[src/shared/scirq_pkg.sv]
package scirq_pkg;

   // Number of sockets
   localparam int NUM_SOCK = 2;

   // Register address decode
   localparam logic [11:0] MEM_SPACE_BASE = 12'h800;   // socket memory space block
   localparam logic [7:0]  OFS_FLAGS      = 8'h04;     // status-change flag register
   localparam logic [7:0]  OFS_IRQ_CFG    = 8'h05;     // status_change_irq_config
   localparam logic [7:0]  OFS_WIN_EN     = 8'h06;     // address_window_enable
   localparam logic [7:0]  LEGACY_SOCK_B  = 8'h40;     // socket B legacy offset step

   // Reset values
   localparam logic [7:0]  IRQ_CFG_RESET  = 8'h00;
   localparam logic [7:0]  WIN_EN_RESET   = 8'h00;
   localparam logic [3:0]  FLAGS_RESET    = 4'h0;
   localparam logic        DETECT_HIST_RESET = 1'h1;  // Detect lines idle high
   localparam logic        READY_HIST_RESET  = 1'h0;  // Ready line idle low

   // Field positions, status_change_irq_config
   localparam int CFG_SEL_MSB        = 7;
   localparam int CFG_SEL_LSB        = 4;
   localparam int CFG_CARD_DETECT    = 3;
   localparam int CFG_READY_RISE     = 2;
   localparam int CFG_BATT_WARN      = 1;
   localparam int CFG_BATT_DEAD      = 0;

   // Field positions, address_window_enable
   localparam int WIN_IO1            = 7;
   localparam int WIN_IO0            = 6;
   localparam int WIN_RSVD           = 5;
   localparam logic [7:0] WIN_WMASK  = 8'hDF;          // bit 5 not writable

   // Status-change select codes
   localparam logic [3:0] SEL_NO_ISA = 4'h0;
   localparam logic [3:0] SEL_SMI    = 4'h2;

   // Register selected by an access
   typedef enum logic [1:0] {
      SCIRQ_SEL_NONE,
      SCIRQ_SEL_FLAGS,
      SCIRQ_SEL_CFG,
      SCIRQ_SEL_WIN
   } scirq_sel_t;

endpackage

[src/rtl/scirq_top.sv]
`timescale 1ns/1ps
module scirq_top
   import scirq_pkg::*;
(
   input  wire logic                  clk,
   input  wire logic                  rst_b,
   input  wire logic                  reg_space,
   input  wire logic                  reg_sock,
   input  wire logic [11:0]           reg_addr,
   input  wire logic                  reg_wr,
   input  wire logic                  reg_rd,
   input  wire logic [7:0]            reg_wdata,
   output logic      [7:0]            reg_rdata_q,
   output logic                       reg_rvalid_q,
   input  wire logic                  diag_status_change_pci_route,
   input  wire logic [NUM_SOCK-1:0]   status_change_pci_route,
   input  wire logic [NUM_SOCK-1:0]   flag_clear_by_write,
   input  wire logic [NUM_SOCK-1:0]   card_detect_line_1_b,
   input  wire logic [NUM_SOCK-1:0]   card_detect_line_2_b,
   input  wire logic [NUM_SOCK-1:0]   card_ready,
   input  wire logic [NUM_SOCK-1:0]   battery_warning,
   input  wire logic [NUM_SOCK-1:0]   card_status_change_pin,
   input  wire logic [NUM_SOCK-1:0][7:0] win_hit,
   output logic      [NUM_SOCK-1:0][7:0] win_ack_q,
   output logic      [NUM_SOCK-1:0][7:0] win_enable_q,
   output logic      [15:0]           isa_irq_q,
   output logic                       system_management_interrupt_q,
   output logic                       pci_int_q
);

   // Decode of one access: socket and register
   function automatic scirq_sel_t dec_sel(input logic space, input logic [11:0] addr);
      logic [7:0] low;
      dec_sel = SCIRQ_SEL_NONE;
      low     = addr[7:0];
      if (space) begin
         if (addr[11:8] != MEM_SPACE_BASE[11:8]) begin
            low = 8'hFF;
         end
      end else begin
         if (addr[11:8] != 4'h0) begin
            low = 8'hFF;
         end else begin
            low = addr[7:0] & ~LEGACY_SOCK_B;
         end
      end
      if (low == OFS_FLAGS) begin
         dec_sel = SCIRQ_SEL_FLAGS;
      end else if (low == OFS_IRQ_CFG) begin
         dec_sel = SCIRQ_SEL_CFG;
      end else if (low == OFS_WIN_EN) begin
         dec_sel = SCIRQ_SEL_WIN;
      end
   endfunction

   function automatic logic dec_sock(input logic space, input logic sock, input logic [11:0] addr);
      dec_sock = space ? sock : ((addr[7:0] & LEGACY_SOCK_B) != 8'h00);
   endfunction

   scirq_sel_t                    acc_sel;
   logic                          acc_sock;
   logic [NUM_SOCK-1:0][7:0]      cfg_v;
   logic [NUM_SOCK-1:0][7:0]      win_v;
   logic [NUM_SOCK-1:0][3:0]      flag_v;
   logic [NUM_SOCK-1:0][15:0]     isa_v;
   logic [NUM_SOCK-1:0]           smi_v;
   logic [NUM_SOCK-1:0]           pci_v;

   // Access decode shared by all sockets
   // config register offsets
   always_comb begin
      acc_sel  = dec_sel(reg_space, reg_addr);
      acc_sock = dec_sock(reg_space, reg_sock, reg_addr);
   end

   for (genvar s = 0; s < NUM_SOCK; s++) begin : g_sock
      logic [7:0]  cfg_q;
      logic [7:0]  cfg_d;
      logic [7:0]  win_q;
      logic [7:0]  win_d;
      logic [3:0]  flag_q;
      logic [3:0]  flag_d;
      logic        cd1_q;
      logic        cd1_d;
      logic        cd2_q;
      logic        cd2_d;
      logic        rdy_q;
      logic        rdy_d;
      logic [3:0]  ev;
      logic [3:0]  en;
      logic [3:0]  clr;
      logic        hit;
      logic        pend;
      logic [3:0]  sel;
      logic [15:0] isa_l;
      logic        smi_l;
      logic        pci_l;

      // Next values of this socket's two registers
      always_comb begin
         hit   = (acc_sock == 1'(s));
         cfg_d = cfg_q;
         win_d = win_q;
         if (reg_wr && hit && acc_sel == SCIRQ_SEL_CFG) begin
            cfg_d = reg_wdata;
         end
         if (reg_wr && hit && acc_sel == SCIRQ_SEL_WIN) begin
            win_d = reg_wdata & WIN_WMASK;
         end
      end

      // Socket configuration registers
      always_ff @(posedge clk or negedge rst_b) begin
         if (!rst_b) begin
            cfg_q <= IRQ_CFG_RESET;
            win_q <= WIN_EN_RESET;
         end else begin
            cfg_q <= cfg_d;
            win_q <= win_d;
         end
      end

      // Pin history for the edge detectors
      always_comb begin
         cd1_d = card_detect_line_1_b[s];
         cd2_d = card_detect_line_2_b[s];
         rdy_d = card_ready[s];
      end

      // History starts at idle pin levels, so no false edge
      always_ff @(posedge clk or negedge rst_b) begin
         if (!rst_b) begin
            cd1_q <= DETECT_HIST_RESET;
            cd2_q <= DETECT_HIST_RESET;
            rdy_q <= READY_HIST_RESET;
         end else begin
            cd1_q <= cd1_d;
            cd2_q <= cd2_d;
            rdy_q <= rdy_d;
         end
      end

      // Status-change flags, set wins over clear
      always_comb begin
         ev[3] = (card_detect_line_1_b[s] ^ cd1_q) | (card_detect_line_2_b[s] ^ cd2_q);
         ev[2] = card_ready[s] & ~rdy_q;
         ev[1] = battery_warning[s];
         ev[0] = card_status_change_pin[s];
         en    = {cfg_q[CFG_CARD_DETECT], cfg_q[CFG_READY_RISE],
                  cfg_q[CFG_BATT_WARN], cfg_q[CFG_BATT_DEAD]};
         clr = 4'h0;
         if (hit && acc_sel == SCIRQ_SEL_FLAGS) begin
            if (flag_clear_by_write[s]) begin
               clr = reg_wr ? reg_wdata[3:0] : 4'h0;
            end else begin
               clr = reg_rd ? 4'hF : 4'h0;
            end
         end
         flag_d = ((flag_q & ~clr) | (ev & en)) & en;
      end

      // Status-change flag register
      always_ff @(posedge clk or negedge rst_b) begin
         if (!rst_b) begin
            flag_q <= FLAGS_RESET;
         end else begin
            flag_q <= flag_d;
         end
      end

      // Interrupt routing for this socket
      always_comb begin
         pend  = |flag_q;
         sel   = cfg_q[CFG_SEL_MSB:CFG_SEL_LSB];
         isa_l = 16'h0000;
         smi_l = 1'h0;
         pci_l = pend & (status_change_pci_route[s] |
                         (sel == SEL_NO_ISA && diag_status_change_pci_route));
         // code 0000 drives no ISA line
         // code to IRQ line or SYSTEM_MANAGEMENT_INTERRUPT
         if (!status_change_pci_route[s] && sel != SEL_NO_ISA) begin
            if (sel == SEL_SMI) begin
               smi_l = pend;
            end else begin
               isa_l[sel] = pend;
            end
         end
      end

      // Hand this socket's state to the shared logic
      assign cfg_v[s]  = cfg_q;
      assign win_v[s]  = win_q;
      assign flag_v[s] = flag_q;
      assign isa_v[s]  = isa_l;
      assign smi_v[s]  = smi_l;
      assign pci_v[s]  = pci_l;
   end

   logic [7:0]               rdata_d;
   logic                     rvalid_d;
   logic [NUM_SOCK-1:0][7:0] ack_d;
   logic [NUM_SOCK-1:0][7:0] wen_d;
   logic [15:0]              isa_d;
   logic                     smi_d;
   logic                     pci_d;

   // Read-back data for the addressed socket
   always_comb begin
      rvalid_d = reg_rd;
      rdata_d  = 8'h00;
      if (reg_rd) begin
         if (acc_sel == SCIRQ_SEL_FLAGS) begin
            rdata_d = {4'h0, flag_v[acc_sock]};
         end else if (acc_sel == SCIRQ_SEL_CFG) begin
            rdata_d = cfg_v[acc_sock];
         end else if (acc_sel == SCIRQ_SEL_WIN) begin
            rdata_d = win_v[acc_sock];
         end
      end
   end

   // Read-back registers, zero when no read is answered
   always_ff @(posedge clk or negedge rst_b) begin
      if (!rst_b) begin
         reg_rdata_q  <= 8'h00;
         reg_rvalid_q <= 1'h0;
      end else begin
         reg_rdata_q  <= rdata_d;
         reg_rvalid_q <= rvalid_d;
      end
   end

   // Window acknowledge, gated by each enable bit
   always_comb begin
      for (int i = 0; i < NUM_SOCK; i++) begin
         ack_d[i] = win_hit[i] & win_v[i];
         wen_d[i] = win_v[i];
      end
   end

   // Window acknowledge and enable copies
   always_ff @(posedge clk or negedge rst_b) begin
      if (!rst_b) begin
         win_ack_q    <= '0;
         win_enable_q <= '0;
      end else begin
         win_ack_q    <= ack_d;
         win_enable_q <= wen_d;
      end
   end

   // Interrupt lines shared by both sockets
   always_comb begin
      isa_d = 16'h0000;
      smi_d = 1'h0;
      pci_d = 1'h0;
      for (int i = 0; i < NUM_SOCK; i++) begin
         isa_d = isa_d | isa_v[i];
         smi_d = smi_d | smi_v[i];
         pci_d = pci_d | pci_v[i];
      end
   end

   // Interrupt output registers
   always_ff @(posedge clk or negedge rst_b) begin
      if (!rst_b) begin
         isa_irq_q                     <= 16'h0000;
         system_management_interrupt_q <= 1'h0;
         pci_int_q                     <= 1'h0;
      end else begin
         isa_irq_q                     <= isa_d;
         system_management_interrupt_q <= smi_d;
         pci_int_q                     <= pci_d;
      end
   end

endmodule

[config.mk]
export PLATFORM = sky130hd
export DESIGN_NAME = scirq_top
export DESIGN_NICKNAME = d
export VERILOG_FILES = /design/src/shared/scirq_pkg.sv /design/src/rtl/scirq_top.sv
export SDC_FILE = /design/constraint.sdc
export NUM_CORES = 1
export LEC_CHECK = 0
export ABC_AREA = 0
export BUFFER_PORTS_ARGS = -buffer_cell sky130_fd_sc_hd__buf_2
export CORE_MARGIN = 4
export CORE_UTILIZATION = 52
export CTS_CLUSTER_DIAMETER = 40
export CTS_CLUSTER_SIZE = 10
export DETAILED_ROUTE_END_ITERATION = 12
export PLACE_DENSITY_LB_ADDON = 0.25
export RECOVER_POWER = 25
export SYNTH_ARGS = -nofsm -noshare
export SYNTH_HDL_FRONTEND = slang
export SYNTH_SLANG_ARGS = --single-unit
[constraint.sdc]
create_clock -name clk -period 2.2 [get_ports clk]
set_clock_uncertainty 0.2 [all_clocks]
set_input_delay 0 -clock clk [delete_from_list [all_inputs] [get_ports clk]]
set_output_delay 0 -clock clk [all_outputs]
set_load 0.02 [all_outputs]
==> results of run 1 <==
==> kinds of logic (layout without fill, tap and decap cells) <==
| group | count (synthesis) | after routing |
|---|---|---|
| flops | 99 | 99 |
| xor+xnor | 5 | 5 |
| other cells | 1 | 6 |
| simple gates | 94 | 94 |
| compound gates | 52 | 52 |
| mux | 43 | 43 |
| buf+inv | 19 | 183 |
==> flip-flops by register name (all words and copies together) (netlist names) <==
signal	cells
isa_irq_q	16
g_sock.cd1_q	2
g_sock.cfg_q	16
g_sock.win_q	14
system_management_interrupt_q	1
reg_rvalid_q	1
win_ack_q	14
g_sock.rdy_q	2
win_enable_q	14
pci_int_q	1
g_sock.flag_q	8
g_sock.cd2_q	2
reg_rdata_q	8
==> layer usage <==
| layer | track usage, % | vias to the layer above | routed length, µm |
|---|---|---|---|
| met3 | 5.65 | 7 | 723 |
| li1 | - | 1453 | - |
| met1 | 28.9 | 1513 | 4260 |
| met2 | 34.0 | 123 | 4570 |
| met5 | 0 | - | 0 |
| met4 | 6.31 | 0 | 68 |
==> metrics by stage <==
step                cell area, µm²  util (%)  std cells  hold slack (ps)  power, mW
floorplan                     4080         -        318             -496       1.97
global placement              4680      63.1        512             -227       2.08
detailed placement            4680      63.1        512             -221       2.09
CTS                           5420      73.1        581             1.19       3.31
global route                  5380      72.6        581             45.5       3.43
finish                        5380      72.6        581             12.6       3.28
==> worst min-delay path: stages <==
cell and delay, ps:
sky130_fd_sc_hd__buf_2 80, sky130_fd_sc_hd__xnor2_1 80, sky130_fd_sc_hd__nand4_1 190, sky130_fd_sc_hd__nor4_1 80, sky130_fd_sc_hd__nor2_1 90
==> Yosys cell counts (all sizes together) (2+ instances only) <==
cell type,count,area (µm²)
dfrtp,95,2380
mux2,31,405
nand2,24,90.1
nor2,17,63.8
and2,14,87.6
mux2i,12,124
o22ai,12,75.1
a31oi,10,62.6
buf,10,81.3
a21oi,6,30.0
clkbuf,6,22.5
nor2b,6,37.5
o21ai,6,30.0
nand3,5,25.0
nand4,5,52.6
nor4,5,37.5
a311oi,4,35.0
a32o,4,40.0
and4,4,41.3
dfstp,4,105
nand2b,4,25.0
o32ai,4,35.0
xor2,4,35.0
inv,3,11.3
nor3,3,15.0
o22a,3,26.3
nand3b,2,15.0
o31ai,2,15.0
or3,2,12.5
==> final cells by class <==
cell class	count	area, µm²
Multi-Input combinational cell	200	1490
Fill cell	551	2030
Sequential cell	99	2480
Clock inverter	7	76.3
Timing Repair Buffer	164	1080
Clock buffer	9	124
Inverter	3	11.3
Tap cell	99	124
==> final timing paths <==
path                                        to  depth (start not counted)
max                         g_sock[1].cfg_q[5]                          6
min                        g_sock[1].flag_q[2]                          5
max reg2reg                       isa_irq_q[4]                          4
min reg2reg                   win_enable_q[12]                          0
max in group asynchronous         win_ack_q[0]                          4
min in group asynchronous      g_sock[0].cd1_q                          3
==> what timing repair did <==
action	in CTS	in global routing
hold buffers	53	0
gates resized for setup	0	1
endpoints found under the setup margin	0	1
hold endpoints to repair	182	0
==> power by group <==
part | internal [mW] | switching [mW] | total [mW] | leakage, nW
sequential | 1.83 | 0.00609 | 1.84 | 1.36
clock | 0.535 | 0.625 | 1.16 | 0.102
combinational | 0.135 | 0.149 | 0.285 | 1.16
==> PnR_summary.wiki, run 1 <==
{| class="wikitable"
! Metric !! Value
|-
| Area growth from synthesis to final layout || 32.4%
|-
| Flip-flop cell with the highest count after synthesis || sky130_fd_sc_hd__dfrtp_1
|-
| Simple-Gate Fraction of Synth Area || 13.1%
|-
| Maximum resistive drop on vdd || 0.000292 V
|-
| Clock-pin slew on the worst setup and hold paths || 90 ps
|-
| Parity-gate share of the synthesized area counting xor and xnor cells || 1.08%
|-
| Post-synthesis instance area || 4060 µm²
|-
| Via count || 3096
|-
| Max-slew violation count || 0
|-
| Depth of the CTS H-tree || 3
|-
| Transition time at the pin with the least slew margin || 610 ps
|-
| Worst slack after detailed placement || 292 ps
|-
| Worst slew margin relative to its limit || 59.3%
|-
| GRT Residual Overflow || 0
|-
| Number of design-rule violations left by the first detailed-router iteration || 161
|-
| RSZ-0062 raised after global routing || no
|-
| Global-route usage over all layers || 21.3%
|-
| Mean instance size in the synthesized netlist || 13.0 µm²
|-
| Arithmetic-cell share of the synthesized area counting full adders, half adders and majority gates || 0%
|-
| Min setup slack post-route || 130 ps
|-
| Slowest stage cell on the critical path || sky130_fd_sc_hd__dlygate4sd3_1
|-
| Largest net degree at the start of global routing || 67
|-
| DRC || 0
|-
| Cell chain of the critical path || dlygate4sd3_1 -> buf_2 -> nor2b_2 -> nand4_4 -> mux2_2 -> dlygate4sd3_1
|-
| Wire length of the first global-routing pass || 14900 µm
|-
| Hold Fails Final Rpt || 0
|-
| Combinational family with the most area after synthesis || simple AND/OR/NAND/NOR gates
|-
| Placer's final routability congestion estimate || 0.823
|-
| Sort of element at the start of the critical path || input port
|-
| Cell row count || 31
|-
| Required @ worst endpoint || 2240 ps
|-
| Number of clock sinks || 99
|-
| Count of maximum capacitance violations || 0
|-
| Die Wd || 96.4 µm
|-
| CP arrival || 2110 ps
|-
| Share of layout cells above drive strength 1 || 29.7%
|-
| Synthesized-area fraction occupied by ao, oa, aoi and oai cells || 8.78%
|-
| Setup crit end kind || register
|-
| Worst min path class || in2reg
|-
| Gate count after technology mapping || 313
|-
| Core Footprint || 7410 µm²
|-
| Most frequent cells in the layout || sky130_fd_sc_hd__dfrtp_1 (95), sky130_fd_sc_hd__buf_2 (79), sky130_fd_sc_hd__dlygate4sd3_1 (52), sky130_fd_sc_hd__clkbuf_1 (30), sky130_fd_sc_hd__nand2_1 (24)
|-
| Areal power density over the cells || 610 nW/µm²
|-
| Final layout net count || 534
|-
| Classification of the worst setup path || in2reg
|-
| Number of synthesized register bits || 99
|-
| Setup bufs post-CTS || 0
|-
| Clock period minus worst slack || 2070 ps
|-
| Share of cell area taken by muxes after synthesis || 13.0%
|-
| Maximum fanout along the worst path || 10
|-
| Count of nets left with antenna violations after detail routing || 0
|-
| CTS Root Cell || sky130_fd_sc_hd__clkbuf_8
|-
| Slack of the worst reg-to-reg path || 440 ps
|-
| CTS tree || done
|-
| Aggregate routed wire length || 9620 µm
|-
| Number of warnings printed during yosys synthesis || 0
|-
| Number of diodes || 0
|-
| Max incr delay on CP || 550 ps
|-
| Critical R2R Launch || g_sock[0].flag_q[3]
|-
| Buf+Inv Stages, Crit Path || 3
|-
| Commonest non-fill, non-tap cell in the layout || sky130_fd_sc_hd__dfrtp_1
|-
| Period utilization || 94.1%
|-
| Delay-heaviest family, CP || buffers and inverters
|-
| Num ports || 116
|-
| Setup crit start || reg_addr[0]
|-
| Static Leakage || 2.62 nW
|-
| Die height || 96.4 µm
|-
| Die footprint || 9290 µm²
|-
| Post-DR vias/cell || 5.33
|-
| Cell repeated most along the worst path || sky130_fd_sc_hd__dlygate4sd3_1
|-
| CTS Buffer Depth || 2
|-
| Via count of the first global-routing pass || 3035
|-
| Post-DP HPWL || 6500 µm
|-
| Detail-routed net length per standard cell || 16.6 µm
|-
| Initial Utilization || 54.8%
|-
| Number of optimization iterations in the first detailed-route pass || 4
|-
| Number of different library cells in the post-synthesis netlist || 44
|-
| Post-synth EDFFs || 0
|-
| Antenna violations before repair || 0
|-
| Final setup violating endpoints || 0
|-
| Count of buffers from port buffering || 109
|-
| Cts bufs inserted || 9
|-
| Post-synthesis sequential area ratio || 61.1%
|-
| Clock latency of the later-clocked register in the worst-skew pair || 350 ps
|-
| Async S/R FF share, synth || 100%
|-
| Launch instance of the worst min-delay path || reg_addr[11]
|-
| Accumulated negative setup slack || 0 ps
|-
| Highest clock frequency the design can meet || 483 MHz
|-
| Status || completed
|}
Note: power is estimated with default switching activity, not from simulation.
==> inputs of run 2 (changes only) <==
Settings changed: MAX_ROUTING_LAYER set to met4.
==> PnR_summary.wiki, run 2 (synthesized netlist as in run 1, its figures left out) <==
{| class="wikitable"
! Metric !! Value
|-
| Status || completed
|-
| Static Leakage || 2.71 nW (+3.4%)
|-
| Num ports || 116 (unchanged)
|-
| Commonest non-fill, non-tap cell in the layout || sky130_fd_sc_hd__buf_2
|-
| Net Switching || 739 µW (-5.4%)
|-
| Detail-routed net length per standard cell || 16.6 µm (+0.50%)
|-
| Clock-pin slew on the worst setup and hold paths || 90 ps (about the same)
|-
| Post-DR vias/cell || 5.32 (-0.23%)
|-
| Antenna violations before repair || 0 (unchanged)
|-
| Hold Fails Final Rpt || 0 (unchanged)
|-
| Setup crit end kind || register
|-
| Max-slew violation count || 0 (unchanged)
|-
| Classification of the worst setup path || in2reg
|-
| Aggregate routed wire length || 9670 µm (+0.50%)
|-
| Sequential standard cell area || 2480 µm² (unchanged)
|-
| DRC || 0 (unchanged)
|-
| Clock period minus worst slack || 2140 ps (+67.7 ps)
|-
| Die Wd || 96.4 µm (unchanged)
|-
| Min setup slack post-route || 62.3 ps (-67.7 ps)
|-
| Internal power consumption || 2.52 mW (+0.57%)
|-
| Highest clock frequency the design can meet || 468 MHz (-3.2%)
|-
| Share of layout cells above drive strength 1 || 33.8% (+4.1 points)
|-
| Core occupancy in the finished layout || 72.8% (+0.17 points)
|-
| Cts bufs inserted || 9 (unchanged)
|-
| Final Cell Area || 5390 µm² (+0.23%)
|-
| Maximum resistive drop on vdd || 0.000272 V (-7.0%)
|-
| Most frequent cells in the layout || sky130_fd_sc_hd__buf_2 (101), sky130_fd_sc_hd__dfrtp_1 (95), sky130_fd_sc_hd__dlygate4sd3_1 (53), sky130_fd_sc_hd__nand2_1 (24), sky130_fd_sc_hd__nor2_1 (17)
|-
| Period utilization || 97.2% (+3.1 points)
|-
| Number of design-rule violations left by the first detailed-router iteration || 182 (+13%)
|-
| Wire length of the first global-routing pass || 15300 µm (+3.1%)
|-
| Areal power density over the cells || 604 nW/µm² (-1.1%)
|-
| Largest net degree at the start of global routing || 67 (unchanged)
|-
| Launch instance of the worst min-delay path || reg_addr[6]
|-
| Setup crit start || reg_addr[10]
|-
| Global-route usage over all layers || 22.6% (+1.3 points)
|-
| Worst min path class || in2reg
|-
| Area growth from synthesis to final layout || 32.7%
|-
| Maximum fanout along the worst path || 4 (-6)
|-
| Reg-to-reg critical path endpoint || isa_irq_q[9]
|-
| Area used by multi-input combinational logic || 1500 µm² (+0.84%)
|-
| Part of the power in the clock network || 34.8% (-0.5 points)
|-
| Die height || 96.4 µm (unchanged)
|-
| Worst slew margin relative to its limit || 44.7% (-15 points)
|-
| Count of maximum capacitance violations || 0 (unchanged)
|-
| Largest registers in the final layout || g_sock.cfg_q x16, isa_irq_q x16
|-
| Number of clock sinks || 99 (unchanged)
|-
| Via count || 3089 (-0.23%)
|-
| Post-DP HPWL || 6510 µm (+0.15%)
|-
| Sort of element at the start of the critical path || input port
|-
| Number of diodes || 0 (unchanged)
|-
| Depth of the CTS H-tree || 3 (unchanged)
|-
| CTS Buffer Depth || 2 (unchanged)
|-
| Die footprint || 9290 µm² (unchanged)
|-
| Cell row count || 31 (unchanged)
|-
| Destination of the critical timing path || g_sock[0].flag_q[0]
|-
| CP arrival || 2160 ps (+50 ps)
|-
| Critical R2R Launch || g_sock[0].flag_q[3]
|-
| Count of buffers from port buffering || 109 (unchanged)
|-
| RSZ-0062 raised after global routing || yes
|-
| Initial Utilization || 54.8% (unchanged)
|-
| Setup bufs post-CTS || 0 (unchanged)
|-
| Required @ worst endpoint || 2230 ps (about the same)
|-
| FF-to-FF path depth || 4 (unchanged)
|-
| Placer's final routability congestion estimate || 0.822 (about the same)
|-
| Hold WS || 38.9 ps (+26.3 ps)
|-
| Accumulated negative setup slack || 0 ps (unchanged)
|-
| Number of optimization iterations in the first detailed-route pass || 4 (unchanged)
|-
| Worst slack after detailed placement || 274 ps (-18.3 ps)
|-
| Switching fraction of total power || 22.7% (-1.1 points)
|-
| Layout filler cell count || 521 (-5.4%)
|-
| Final setup violating endpoints || 0 (unchanged)
|-
| Combinational share of power || 8.8% (about the same)
|-
| Clock latency of the later-clocked register in the worst-skew pair || 350 ps (about the same)
|-
| Via count of the first global-routing pass || 3073 (+1.3%)
|-
| Slack of the worst reg-to-reg path || 390 ps (-50 ps)
|-
| Count of nets left with antenna violations after detail routing || 0 (unchanged)
|-
| CTS tree || done
|-
| Cell area reported after detailed placement || 4680 µm² (unchanged)
|-
| Transition time at the pin with the least slew margin || 830 ps (+220 ps)
|-
| Core Footprint || 7410 µm² (unchanged)
|-
| Portion of total power attributed to sequential cells || 56.5% (+0.5 points)
|-
| GRT Residual Overflow || 0 (unchanged)
|-
| CTS Root Cell || sky130_fd_sc_hd__clkbuf_8
|-
| Final layout net count || 535 (+0.19%)
|}
-- run 2: cell count changes in the layout (fill, tap and decap cells not counted), moves of 2 or more --
cell and change:
sky130_fd_sc_hd__buf_2 +22, sky130_fd_sc_hd__and2_0 -6, sky130_fd_sc_hd__clkbuf_1 -21, sky130_fd_sc_hd__buf_12 -2
sky130_fd_sc_hd__and2_1 +6
-- run 2: critical path, cell delays in order --
cell and delay [ps]:
sky130_fd_sc_hd__dlygate4sd3_1 530, sky130_fd_sc_hd__buf_2 130, sky130_fd_sc_hd__nor4_4 320, sky130_fd_sc_hd__dlygate4sd3_1 590
sky130_fd_sc_hd__nand4_1 210, sky130_fd_sc_hd__nor2_1 270, sky130_fd_sc_hd__a21oi_1 110
-- run 2: timing repair --
item,in CTS,in global routing
endpoints found under the hold margin,182,0
hold buffers,54,0
setup endpoints to repair,0,15
gates resized for setup,0,2
-- run 2: final cells by class --
| class | instances | share of cell area (%) |
|---|---|---|
| clock buffer | 11 | 2.62 |
| clock inverter | 4 | 0.905 |
| inverter | 3 | 0.209 |
| multi-input combinational | 200 | 27.8 |
| sequential | 99 | 46.0 |
| tap | 99 | 2.30 |
| timing repair buffer | 165 | 20.1 |
-- run 2: worst min path at each step --
stage,end,slack [ps],cells past startpoint
floorplan,g_sock[0].cfg_q[0],-500,0
global placement,win_ack_q[10],-230,1
detailed placement,win_ack_q[10],-230,1
CTS,g_sock[1].cd2_q,7,2
global route,reg_rdata_q[2],50,5
finish,reg_rdata_q[2],40,5
-- run 2: per-layer routing --
| metal | GRT usage (%) | wire length (µm) | up-vias |
|---|---|---|---|
| li1 | - | - | 1454 |
| met2 | 35.4 | 4570 | 130 |
| met5 | - | 0 | - |
| met3 | 3.64 | 714 | 16 |
| met4 | 8.29 | 180 | 0 |
| met1 | 30.1 | 4200 | 1489 |
-- run 2: power by group through the flow --
stage          sequential [mW]  clock [mW]  combinational (mW)
2_1_floorplan             1.88           0              0.0875
3_3_place_gp              1.87           0               0.208
3_5_place_dp              1.88           0               0.211
4_1_cts                   1.84        1.16               0.290
5_1_grt                   1.84        1.24               0.315
6_report                  1.84        1.13               0.286
-- run 2: through the flow --
step	power [mW]	instances
global route	3.40	581
global placement	2.08	512
finish	3.26	581
detailed placement	2.09	512
floorplan	1.97	318
CTS	3.29	581
